`src/verilog/wdt_pkg.sv`:
```
package wdt_pkg;

   // bus geometry
   localparam int unsigned ADDR_W = 8;
   localparam int unsigned DATA_W = 32;
   localparam int unsigned STRB_W = 4;
   localparam int unsigned REG_W = 8;

   // register byte offsets
   localparam logic [7:0] OFF_WD_CTRL = 8'h00;
   localparam logic [7:0] OFF_CLK_CTRL = 8'h04;
   localparam logic [7:0] OFF_TA_KEY = 8'h08;
   localparam logic [7:0] OFF_EXT_IE = 8'h0c;
   localparam logic [7:0] OFF_GLB_IE = 8'h10;
   localparam logic [7:0] OFF_IRQ_STAT = 8'h14;
   localparam logic [7:0] OFF_IRQ_MASK = 8'h18;
   localparam logic [7:0] OFF_COUNT = 8'h1c;

   // field positions
   localparam int unsigned BIT_RESTART = 0;
   localparam int unsigned BIT_RST_EN = 1;
   localparam int unsigned BIT_RST_CAUSE = 2;
   localparam int unsigned BIT_TIMEOUT = 3;
   localparam int unsigned BIT_SEL_LO = 6;
   localparam int unsigned BIT_SEL_HI = 7;
   localparam int unsigned BIT_WD_IE = 4;
   localparam int unsigned BIT_GLB_IE = 0;
   localparam int unsigned IRQ_W = 2;
   localparam int unsigned IRQ_TIMEOUT = 0;
   localparam int unsigned IRQ_WD_RST = 1;

   // reset values
   localparam logic [7:0] CLK_CTRL_RST = 8'h00;
   localparam logic [7:0] EXT_IE_RST = 8'h00;

   // timing
   localparam int unsigned CNT_W = 26;
   localparam int unsigned DLY_W = 9;
   localparam int unsigned RST_DELAY_CLKS = 512;
   localparam logic [DLY_W-1:0] DLY_LAST = DLY_W'(RST_DELAY_CLKS - 1);
   localparam int unsigned CLKS_PER_MC = 4;
   localparam int unsigned RST_PULSE_MC = 2;
   localparam int unsigned PULSE_W = 4;
   localparam logic [PULSE_W-1:0] RST_PULSE_CLKS = PULSE_W'(CLKS_PER_MC * RST_PULSE_MC);
   localparam int unsigned TA_WINDOW_MC = 3;
   localparam int unsigned TA_CNT_W = 4;
   localparam logic [TA_CNT_W-1:0] TA_WINDOW_LAST = TA_CNT_W'(CLKS_PER_MC * TA_WINDOW_MC - 1);
   localparam logic [7:0] TA_KEY_FIRST = 8'haa;
   localparam logic [7:0] TA_KEY_SECOND = 8'h55;

   // bus answers
   localparam logic [1:0] RESP_OKAY = 2'h0;
   localparam logic [1:0] RESP_SLVERR = 2'h2;

   typedef enum logic [1:0] {TA_LOCKED, TA_ARMED, TA_OPEN} wdt_ta_state_t;

endpackage

```
`src/verilog/wdt_unit.sv`:
```
`timescale 1ns/100ps
// Contract
// [RQ1] counter divides the system clock; selected divider output sets the time-out
// [RQ2] select codes 00..11 give 2^17, 2^20, 2^23, 2^26 clocks
// [RQ3] interval select resets to the shortest time-out, 2^17 clocks
// [RQ4] reaching the selected time-out sets the time-out flag, control bit 3
// [RQ5] time-out flag requests interrupt only with watchdog and global enables set
// [RQ6] interrupt path and reset path are controlled independently
// [RQ7] 512 clocks after time-out, without restart and with enable, reset fires
// [RQ8] watchdog reset lasts two machine cycles and sets the reset-cause flag
// [RQ9] writing 1 to restart bit clears the counter; the bit self-clears
// [RQ10] reset-enable bit gates only the reset; the counter keeps running
// [RQ11] with both paths off the flag sets every interval for polling
// [RQ12] power-on reset disables the watchdog; its own reset only restarts it
// [RQ13] time-out flag cleared by software write or any reset
// [RQ14] reset-cause flag cleared only by software or power reset
// [RQ15] reset-enable, time-out flag and restart writes need timed access
// [RQ16] software should restart the watchdog before relying on it
// [RQ17] protected writes without a valid unlock leave the bits unchanged
// [RQ18] 26-bit interval counter plus separate 9-bit reset delay count
module wdt_unit #(
   parameter int unsigned TIMEOUT_CLKS_0 = 131072,
   parameter int unsigned TIMEOUT_CLKS_1 = 1048576,
   parameter int unsigned TIMEOUT_CLKS_2 = 8388608,
   parameter int unsigned TIMEOUT_CLKS_3 = 67108864
) (
   input wire logic clock,
   input wire logic rst_n,
   input wire logic [wdt_pkg::ADDR_W-1:0] s_axi_awaddr,
   input wire logic s_axi_awvalid,
   output logic s_axi_awready,
   input wire logic [wdt_pkg::DATA_W-1:0] s_axi_wdata,
   input wire logic [wdt_pkg::STRB_W-1:0] s_axi_wstrb,
   input wire logic s_axi_wvalid,
   output logic s_axi_wready,
   output logic [1:0] s_axi_bresp,
   output logic s_axi_bvalid,
   input wire logic s_axi_bready,
   input wire logic [wdt_pkg::ADDR_W-1:0] s_axi_araddr,
   input wire logic s_axi_arvalid,
   output logic s_axi_arready,
   output logic [wdt_pkg::DATA_W-1:0] s_axi_rdata,
   output logic [1:0] s_axi_rresp,
   output logic s_axi_rvalid,
   input wire logic s_axi_rready,
   output logic irq,
   output logic wdtIrqReq,
   output logic wdtSysRst
);
   import wdt_pkg::*;

   // bus side
   logic wrEn;
   logic [ADDR_W-1:0] wrAddr;
   logic [DATA_W-1:0] wrData;
   logic [STRB_W-1:0] wrStrb;
   logic wrErr;
   logic rdEn;
   logic [DATA_W-1:0] rdData;
   logic rdErr;

   // register state
   logic timeoutFlagQ;
   logic rstCauseQ;
   logic rstEnQ;
   logic restartQ;
   logic [REG_W-1:0] clkCtrlQ;
   logic [REG_W-1:0] extIeQ;
   logic glbIeQ;
   logic [IRQ_W-1:0] irqStatQ;
   logic [IRQ_W-1:0] irqMaskQ;

   // counting state
   logic [CNT_W-1:0] cntQ;
   logic [CNT_W-1:0] selMask;
   logic tick;
   logic dlyActQ;
   logic [DLY_W-1:0] dlyCntQ;
   logic fire;
   logic [PULSE_W-1:0] pulseCntQ;
   logic sysRstQ;

   // write decode
   logic byteWr;
   logic wdCtrlWr;
   logic clkCtrlWr;
   logic taKeyWr;
   logic extIeWr;
   logic glbIeWr;
   logic statWr;
   logic maskWr;
   logic taOpen;
   logic protWr;
   logic [REG_W-1:0] wrByte;
   logic [IRQ_W-1:0] irqEvents;

   function automatic logic [ADDR_W-1:0] wordOf(input logic [ADDR_W-1:0] addr);
      wordOf = {addr[ADDR_W-1:2], 2'b00};
   endfunction

   function automatic logic isMapped(input logic [ADDR_W-1:0] addr);
      case (wordOf(addr))
         OFF_WD_CTRL,
         OFF_CLK_CTRL,
         OFF_TA_KEY,
         OFF_EXT_IE,
         OFF_GLB_IE,
         OFF_IRQ_STAT,
         OFF_IRQ_MASK,
         OFF_COUNT: isMapped = 1'b1;
         default: isMapped = 1'b0;
      endcase
   endfunction

   wdt_axil_slave u_slave (
      .clock(clock),
      .rst_n(rst_n),
      .s_axi_awaddr(s_axi_awaddr),
      .s_axi_awvalid(s_axi_awvalid),
      .s_axi_awready(s_axi_awready),
      .s_axi_wdata(s_axi_wdata),
      .s_axi_wstrb(s_axi_wstrb),
      .s_axi_wvalid(s_axi_wvalid),
      .s_axi_wready(s_axi_wready),
      .s_axi_bresp(s_axi_bresp),
      .s_axi_bvalid(s_axi_bvalid),
      .s_axi_bready(s_axi_bready),
      .s_axi_araddr(s_axi_araddr),
      .s_axi_arvalid(s_axi_arvalid),
      .s_axi_arready(s_axi_arready),
      .s_axi_rdata(s_axi_rdata),
      .s_axi_rresp(s_axi_rresp),
      .s_axi_rvalid(s_axi_rvalid),
      .s_axi_rready(s_axi_rready),
      .wrEn(wrEn),
      .wrAddr(wrAddr),
      .wrData(wrData),
      .wrStrb(wrStrb),
      .wrErr(wrErr),
      .rdEn(rdEn),
      .rdData(rdData),
      .rdErr(rdErr)
   );

   // all writable registers are one byte wide, so only lane 0 carries a write
   assign wrByte = wrData[REG_W-1:0];
   assign byteWr = wrEn && wrStrb[0];
   assign wrErr = !isMapped(wrAddr);
   assign rdErr = !isMapped(s_axi_araddr);
   assign wdCtrlWr = byteWr && wordOf(wrAddr) == OFF_WD_CTRL;
   assign clkCtrlWr = byteWr && wordOf(wrAddr) == OFF_CLK_CTRL;
   assign taKeyWr = byteWr && wordOf(wrAddr) == OFF_TA_KEY;
   assign extIeWr = byteWr && wordOf(wrAddr) == OFF_EXT_IE;
   assign glbIeWr = byteWr && wordOf(wrAddr) == OFF_GLB_IE;
   assign statWr = byteWr && wordOf(wrAddr) == OFF_IRQ_STAT;
   assign maskWr = byteWr && wordOf(wrAddr) == OFF_IRQ_MASK;

   wdt_timed_access u_ta (
      .clock(clock),
      .rst_n(rst_n),
      .keyWr(taKeyWr),
      .keyData(wrByte),
      .unlocked(taOpen)
   );

   // errant code cannot touch the guarded bits without the key sequence
   assign protWr = wdCtrlWr && taOpen; // [RQ15] [RQ17]

   always_comb begin
      case (clkCtrlQ[BIT_SEL_HI:BIT_SEL_LO])
         2'h0: selMask = CNT_W'(TIMEOUT_CLKS_0 - 1); // [RQ2]
         2'h1: selMask = CNT_W'(TIMEOUT_CLKS_1 - 1); // [RQ2]
         2'h2: selMask = CNT_W'(TIMEOUT_CLKS_2 - 1); // [RQ2]
         2'h3: selMask = CNT_W'(TIMEOUT_CLKS_3 - 1); // [RQ2]
         default: selMask = CNT_W'(TIMEOUT_CLKS_0 - 1);
      endcase
   end

   // time-out when the selected low bits of the divider chain are all ones
   assign tick = (cntQ & selMask) == selMask; // [RQ1]

   // free-running divider; restart and the watchdog's own reset bring it to zero
   always_ff @(posedge clock) begin
      if (!rst_n) begin
         cntQ <= '0;
      end else if (restartQ || sysRstQ) begin
         cntQ <= '0; // [RQ9] [RQ12]
      end else begin
         cntQ <= cntQ + 1'b1; // [RQ1] [RQ10] [RQ11] [RQ18]
      end
   end

   // restart bit is high for one cycle after a guarded write of 1
   always_ff @(posedge clock) begin
      if (!rst_n) begin
         restartQ <= 1'b0;
      end else begin
         restartQ <= protWr && wrByte[BIT_RESTART]; // [RQ9] [RQ15]
      end
   end

   // reset delay starts on each time-out that finds no delay running, regardless of the enable,
   // the enable is looked at only on the last clock
   always_ff @(posedge clock) begin
      if (!rst_n) begin
         dlyActQ <= 1'b0;
         dlyCntQ <= '0;
      end else if (restartQ || sysRstQ) begin
         dlyActQ <= 1'b0;
         dlyCntQ <= '0;
      end else if (!dlyActQ) begin
         if (tick) begin
            dlyActQ <= 1'b1; // [RQ7]
            dlyCntQ <= '0;
         end
      end else if (dlyCntQ == DLY_LAST) begin
         dlyActQ <= 1'b0;
      end else begin
         dlyCntQ <= dlyCntQ + 1'b1; // [RQ7] [RQ18]
      end
   end

   // a restart written in the clock before the last delay clock still wins over the reset
   assign fire = dlyActQ && dlyCntQ == DLY_LAST && rstEnQ && !restartQ && !sysRstQ; // [RQ7] [RQ10]

   // watchdog reset pulse, two machine cycles long
   always_ff @(posedge clock) begin
      if (!rst_n) begin
         pulseCntQ <= '0;
         sysRstQ <= 1'b0;
      end else if (fire) begin
         pulseCntQ <= RST_PULSE_CLKS - 1'b1; // [RQ8]
         sysRstQ <= 1'b1;
      end else if (pulseCntQ != '0) begin
         pulseCntQ <= pulseCntQ - 1'b1;
      end else begin
         sysRstQ <= 1'b0;
      end
   end

   assign wdtSysRst = sysRstQ;

   // time-out flag: hardware set beats a clearing write in the same cycle;
   // cleared at the end of the reset pulse's first clock and held clear for the rest of it, even if a tick meets the fire edge
   always_ff @(posedge clock) begin
      if (!rst_n) begin
         timeoutFlagQ <= 1'b0; // [RQ13]
      end else if (sysRstQ) begin
         timeoutFlagQ <= 1'b0; // [RQ13]
      end else if (tick) begin
         timeoutFlagQ <= 1'b1; // [RQ4] [RQ11]
      end else if (protWr) begin
         timeoutFlagQ <= wrByte[BIT_TIMEOUT]; // [RQ13] [RQ15]
      end
   end

   // reset-cause flag survives the watchdog's own reset; only power reset or software clears
   always_ff @(posedge clock) begin
      if (!rst_n) begin
         rstCauseQ <= 1'b0; // [RQ14]
      end else if (fire) begin
         rstCauseQ <= 1'b1; // [RQ8] [RQ14]
      end else if (wdCtrlWr && !wrByte[BIT_RST_CAUSE]) begin
         rstCauseQ <= 1'b0; // [RQ14]
      end
   end

   // power reset leaves the reset function off; the watchdog reset does not touch it
   always_ff @(posedge clock) begin
      if (!rst_n) begin
         rstEnQ <= 1'b0; // [RQ12]
      end else if (protWr) begin
         rstEnQ <= wrByte[BIT_RST_EN]; // [RQ10] [RQ15]
      end
   end

   always_ff @(posedge clock) begin
      if (!rst_n) begin
         clkCtrlQ <= CLK_CTRL_RST; // [RQ3]
      end else if (clkCtrlWr) begin
         clkCtrlQ <= wrByte;
      end
   end

   always_ff @(posedge clock) begin
      if (!rst_n) begin
         extIeQ <= EXT_IE_RST;
         glbIeQ <= 1'b0;
      end else begin
         if (extIeWr) begin
            extIeQ <= wrByte;
         end
         if (glbIeWr) begin
            glbIeQ <= wrByte[BIT_GLB_IE];
         end
      end
   end

   // the interrupt request depends only on the flag and its enables, never on reset enable
   assign wdtIrqReq = timeoutFlagQ && extIeQ[BIT_WD_IE] && glbIeQ; // [RQ5] [RQ6]

   assign irqEvents[IRQ_TIMEOUT] = tick && !sysRstQ;
   assign irqEvents[IRQ_WD_RST] = fire;

   // sticky event bits, write one to clear, a new event wins over the clear
   genvar gi;
   generate
      for (gi = 0; gi < IRQ_W; gi++) begin : g_stat
         always_ff @(posedge clock) begin
            if (!rst_n) begin
               irqStatQ[gi] <= 1'b0;
            end else if (irqEvents[gi]) begin
               irqStatQ[gi] <= 1'b1;
            end else if (statWr && wrByte[gi]) begin
               irqStatQ[gi] <= 1'b0;
            end
         end
      end
   endgenerate

   always_ff @(posedge clock) begin
      if (!rst_n) begin
         irqMaskQ <= '0;
      end else if (maskWr) begin
         irqMaskQ <= wrByte[IRQ_W-1:0];
      end
   end

   assign irq = |(irqStatQ & irqMaskQ);

   // read mux; the restart bit reads back its self-clearing state
   always_comb begin
      rdData = '0;
      case (wordOf(s_axi_araddr))
         OFF_WD_CTRL: begin
            rdData[BIT_TIMEOUT] = timeoutFlagQ;
            rdData[BIT_RST_CAUSE] = rstCauseQ;
            rdData[BIT_RST_EN] = rstEnQ;
            rdData[BIT_RESTART] = restartQ;
         end
         OFF_CLK_CTRL: rdData[REG_W-1:0] = clkCtrlQ;
         OFF_TA_KEY: rdData[0] = taOpen;
         OFF_EXT_IE: rdData[REG_W-1:0] = extIeQ;
         OFF_GLB_IE: rdData[BIT_GLB_IE] = glbIeQ;
         OFF_IRQ_STAT: rdData[IRQ_W-1:0] = irqStatQ;
         OFF_IRQ_MASK: rdData[IRQ_W-1:0] = irqMaskQ;
         OFF_COUNT: rdData[CNT_W-1:0] = cntQ;
         default: rdData = '0;
      endcase
   end

endmodule

```
`src/verilog/wdt_axil_slave.sv`:
```
`timescale 1ns/100ps
module wdt_axil_slave (
   input wire logic clock,
   input wire logic rst_n,
   input wire logic [wdt_pkg::ADDR_W-1:0] s_axi_awaddr,
   input wire logic s_axi_awvalid,
   output logic s_axi_awready,
   input wire logic [wdt_pkg::DATA_W-1:0] s_axi_wdata,
   input wire logic [wdt_pkg::STRB_W-1:0] s_axi_wstrb,
   input wire logic s_axi_wvalid,
   output logic s_axi_wready,
   output logic [1:0] s_axi_bresp,
   output logic s_axi_bvalid,
   input wire logic s_axi_bready,
   input wire logic [wdt_pkg::ADDR_W-1:0] s_axi_araddr,
   input wire logic s_axi_arvalid,
   output logic s_axi_arready,
   output logic [wdt_pkg::DATA_W-1:0] s_axi_rdata,
   output logic [1:0] s_axi_rresp,
   output logic s_axi_rvalid,
   input wire logic s_axi_rready,
   output logic wrEn,
   output logic [wdt_pkg::ADDR_W-1:0] wrAddr,
   output logic [wdt_pkg::DATA_W-1:0] wrData,
   output logic [wdt_pkg::STRB_W-1:0] wrStrb,
   input wire logic wrErr,
   output logic rdEn,
   input wire logic [wdt_pkg::DATA_W-1:0] rdData,
   input wire logic rdErr
);
   import wdt_pkg::*;

   logic awHeldQ;
   logic wHeldQ;

   // a new address is refused while a response still waits, so one write at a time
   assign s_axi_awready = !awHeldQ && !s_axi_bvalid;
   assign s_axi_wready = !wHeldQ && !s_axi_bvalid;
   assign wrEn = awHeldQ && wHeldQ && !s_axi_bvalid;
   assign s_axi_arready = !s_axi_rvalid;
   assign rdEn = s_axi_arvalid && s_axi_arready;

   always_ff @(posedge clock) begin
      if (!rst_n) begin
         awHeldQ <= 1'b0;
         wrAddr <= '0;
      end else if (s_axi_awvalid && s_axi_awready) begin
         awHeldQ <= 1'b1;
         wrAddr <= s_axi_awaddr;
      end else if (wrEn) begin
         awHeldQ <= 1'b0;
      end
   end

   always_ff @(posedge clock) begin
      if (!rst_n) begin
         wHeldQ <= 1'b0;
         wrData <= '0;
         wrStrb <= '0;
      end else if (s_axi_wvalid && s_axi_wready) begin
         wHeldQ <= 1'b1;
         wrData <= s_axi_wdata;
         wrStrb <= s_axi_wstrb;
      end else if (wrEn) begin
         wHeldQ <= 1'b0;
      end
   end

   always_ff @(posedge clock) begin
      if (!rst_n) begin
         s_axi_bvalid <= 1'b0;
         s_axi_bresp <= RESP_OKAY;
      end else if (wrEn) begin
         s_axi_bvalid <= 1'b1;
         s_axi_bresp <= wrErr ? RESP_SLVERR : RESP_OKAY;
      end else if (s_axi_bready) begin
         s_axi_bvalid <= 1'b0;
      end
   end

   always_ff @(posedge clock) begin
      if (!rst_n) begin
         s_axi_rvalid <= 1'b0;
         s_axi_rdata <= '0;
         s_axi_rresp <= RESP_OKAY;
      end else if (rdEn) begin
         s_axi_rvalid <= 1'b1;
         s_axi_rdata <= rdData;
         s_axi_rresp <= rdErr ? RESP_SLVERR : RESP_OKAY;
      end else if (s_axi_rready) begin
         s_axi_rvalid <= 1'b0;
      end
   end

endmodule

```
`src/verilog/wdt_timed_access.sv`:
```
`timescale 1ns/100ps
module wdt_timed_access (
   input wire logic clock,
   input wire logic rst_n,
   input wire logic keyWr,
   input wire logic [wdt_pkg::REG_W-1:0] keyData,
   output logic unlocked
);
   import wdt_pkg::*;

   wdt_ta_state_t stateQ;
   logic [TA_CNT_W-1:0] winQ;

   assign unlocked = (stateQ == TA_OPEN);

   // both keys in order, each step within the window, else back to locked
   always_ff @(posedge clock) begin
      if (!rst_n) begin
         stateQ <= TA_LOCKED;
         winQ <= '0;
      end else begin
         case (stateQ)
            TA_LOCKED: begin
               if (keyWr && keyData == TA_KEY_FIRST) begin
                  stateQ <= TA_ARMED;
                  winQ <= TA_WINDOW_LAST;
               end
            end
            TA_ARMED: begin
               if (keyWr) begin
                  stateQ <= (keyData == TA_KEY_SECOND) ? TA_OPEN : TA_LOCKED;
                  winQ <= TA_WINDOW_LAST;
               end else if (winQ == '0) begin
                  stateQ <= TA_LOCKED;
               end else begin
                  winQ <= winQ - 1'b1;
               end
            end
            TA_OPEN: begin
               if (winQ == '0) begin
                  stateQ <= TA_LOCKED;
               end else begin
                  winQ <= winQ - 1'b1;
               end
            end
            default: begin
               stateQ <= TA_LOCKED;
            end
         endcase
      end
   end

endmodule

```
`config.mk`:
```
export PLATFORM = sky130hd
export DESIGN_NAME = wdt_unit
export DESIGN_NICKNAME = d
export VERILOG_FILES = /design/src/verilog/wdt_pkg.sv /design/src/verilog/wdt_unit.sv /design/src/verilog/wdt_axil_slave.sv /design/src/verilog/wdt_timed_access.sv
export SDC_FILE = /design/constraint.sdc
export NUM_CORES = 1
export LEC_CHECK = 0
export BUFFER_PORTS_ARGS = -buffer_cell sky130_fd_sc_hd__buf_2
export CAP_MARGIN = 0
export CORE_MARGIN = 2
export CORE_UTILIZATION = 50
export DETAILED_ROUTE_END_ITERATION = 7
export PLACE_DENSITY = 0.76
export SETUP_SLACK_MARGIN = 0.15
export SLEW_MARGIN = 20
export SYNTH_ARGS = -nofsm -noshare
export SYNTH_HDL_FRONTEND = slang
export SYNTH_SLANG_ARGS = --single-unit
export TNS_END_PERCENT = 10
```
`constraint.sdc`:
```
create_clock -name clock -period 2.15 [get_ports clock]
set_input_delay 0.645 -clock clock [delete_from_list [all_inputs] [get_ports clock]]
set_output_delay 0.645 -clock clock [all_outputs]
set_load 0.05 [all_outputs]
```
==> metrics.txt <==
worst stage delay on the critical path 370 ps; clock sinks 119; Mean Syn Cell Area 8.62 um2; clock skew 7.58 ps; TNS Setup 0 ps; TritonCTS clock tree built; final setup vio count 0; Lkg Pwr 2.55 nW; vias in the first global route 4,499; Slowest-stage cell, CP dfxtp_1; EDFF count, synth 0; WP data required 1500 ps; clock tree buffer depth 2; Detailed Place HPWL 8.71 mm; Pwr Total 0.00563 W; maxcap violations 0; RSZ-0062 raised after global routing yes; total wire length 12.5 mm; R2R Path End dlyCntQ[4]; crit path kind flop to output pin; outcome finished clean; H-Tree Depth 4; cell taking the most area after synthesis dfxtp_1; antenna violation net count after detailed routing 0; Highest Clock Rate 503 MHz; synthesized flop and latch total 119; synthesized area 0.00531 mm2; sequential element share of the synthesized area 44.9%; drt first-iter violations 277; CP max FO 3; n_diodes 0; CTS root buf clkbuf_8; Placement Cell Area 0.00580 mm2; Post-Place Cells 805; yosys warns 0; nets 757; Synth cell types 54; Startpoint Class flop; port bufs 63; RR Startpoint cntQ[11]; CP endpoint kind output pin; Overall Global Routing Usage 23.2%; Starting Density 51.4%; Die X 107 um; Mapped Cells 616; Fin. Hold Viols 0; post-synth top area share 44.9%; routed vias 4,638; number of vias per cell 5.54; r2r setup slk 180 ps; Area Overhead vs Synth 20.3%; Slew Limit Fails 0; clock latency on the worst-skew pair 510 ps; hold path start s_axi_rready; Pre-antenna DRT Iters 5; clock slew at reported path FFs 60 ps; WL/cell 15.0 um; Die Span Y 107 um; crit path from glbIeQ; # IOs 103; first-pass GRT wire length 21.1 mm; total gr overflow 0; Async SR Flop Fraction 0%; routability congestion estimate from global placement 0.899; design area 0.00639 mm2; crit path cell chain and3_1 -> buf_2; Peak VDD IR 0.000562 V; Reg2Reg Depth 5; # rows 37; Post-synth top flop dfxtp_1; termination of the worst setup path wdtIrqReq; HP Class input port to flop; core box area 0.0103 mm2; crit path DAT 1340 ps; P per Cell Area 882 mW/mm2; DRC errors left 0; Die Area 0.0115 mm2; hold path cells 2; postcts setup bufs 0; Inserted Clock Buffers 17; largest net degree at the start of global routing 72; antenna violations before repair 0; post-layout min period 1990 ps; share of layout cells above drive strength 1 18.5%; Finished Layout Cells 837; largest cells by area after synthesis dfxtp_1, nor2_1, mux2i_1; post-route clock period utilization 92.4%
-- layout make-up --
cell class	count	area, um2
multi-input cells	448	2710
fillers	875	3940
clock buffers	20	445
flip-flops and latches	119	2380
inverters	22	82.6
clock inverters	12	128
repair buffers	80	470
well taps	136	170
-- metal layers --
| layer | track usage (%) | vias to the layer above | routed length [um] |
|---|---|---|---|
| met3 | 4.92 | 25 | 713 |
| li1 | - | 2256 | - |
| met2 | 37.9 | 152 | 5870 |
| met5 | 0 | - | 0 |
| met4 | 9.55 | 0 | 292 |
| met1 | 29.7 | 2205 | 5660 |
-- synth_stat cells, types with 4 or more instances --
library cell and count:
buf_4 8, mux2i_1 32, a211oi_1 4, buf_2 4, nand4_1 6, inv_1 22
and3_1 10, clkbuf_1 21, nor4bb_1 4, nand3_1 30, nor2_1 97, nor3_1 18
o21ai_0 20, ha_1 10, xnor2_1 20, nand2_1 66, dfxtp_1 119, a22oi_1 19
nor2b_1 4, nand2b_1 6, xor2_1 11, a21oi_1 40
-- registers in the layout, summed over array words and instances (netlist names), 2 cells and up --
register and flops:
cntQ 26, u_slave.s_axi_rdata 26, dlyCntQ 9, clkCtrlQ 8, extIeQ 8, u_slave.wrData 8
u_slave.wrAddr 6, pulseCntQ 4, u_ta.winQ 4, irqMaskQ 2, irqStatQ 2, u_ta.stateQ 2
-- cells in the final DEF, fill, tap and decap left out, drive strengths merged, types with 4 or more instances in the layout --
cell	instances
nand4	7
conb	8
clkinvlp	7
o21ai	20
nand3	30
inv	22
xor2	11
and3	10
nor4	4
nor2b	4
nor2	97
nand2b	6
ha	10
xnor2	20
nor4bb	4
a211oi	4
mux2i	32
clkbuf	20
a22oi	19
dfxtp	119
buf	80
nor3	19
nand2	66
a21oi	40
-- power by group --
group	total, W	internal [W]	switching (W)	leakage, nW
clock	0.00269	0.00170	0.000987	0.261
combinational	0.000581	0.000217	0.000364	1.32
sequential	0.00236	0.00229	0.0000758	0.964
total	0.00563	0.00420	0.00143	2.55
-- metrics by stage --
step           util (%)  worst slack (ps)  hold slack, ps
2_1_floorplan         -              42.5             432
3_3_place_gp       56.2               238             434
3_5_place_dp       56.2               194             442
4_1_cts            61.8               149             317
5_1_grt            61.9              84.2             341
6_report           61.9               163             333
-- worst min path at each step --
stage          slack, ps                endpoint
6_report             330    u_slave.s_axi_rvalid
5_1_grt              340    u_slave.s_axi_rvalid
4_1_cts              320    u_slave.s_axi_rvalid
3_5_place_dp         440  u_slave.s_axi_rdata[3]
3_3_place_gp         430  u_slave.s_axi_rdata[6]
2_1_floorplan        430       u_slave.wrStrb[0]
-- worst max-delay path: cells and delay by family, from the launching register on --
family / cells / cell delay (ps)
buf+inv: 1 / 270
simple gates: 1 / 200
flops: 1 / 370
-- timing repair --
item / 4_1_cts / 5_1_grt
hold buffers: 0 / 0
setup endpoints to repair: 2 / 30
gates resized for setup: 1 / 2
-- logic make-up (layout without fill, tap and decap cells) --
kind of cell / Yosys count / after routing / share of synthesized area (%)
and+or+nand+nor: 260 / 260 / 23.2
buffers and inverters: 56 / 134 / 4.76
adders and majority gates: 10 / 10 / 2.36
DFF: 119 / 119 / 44.9
other: 1 / 8 / 0.0707
xor gates and xnor gates: 31 / 31 / 5.12
AOI/OAI and AO/OA: 104 / 104 / 12.5
muxes: 35 / 35 / 7.10
No activity file was read; power rests on OpenSTA's default activity.
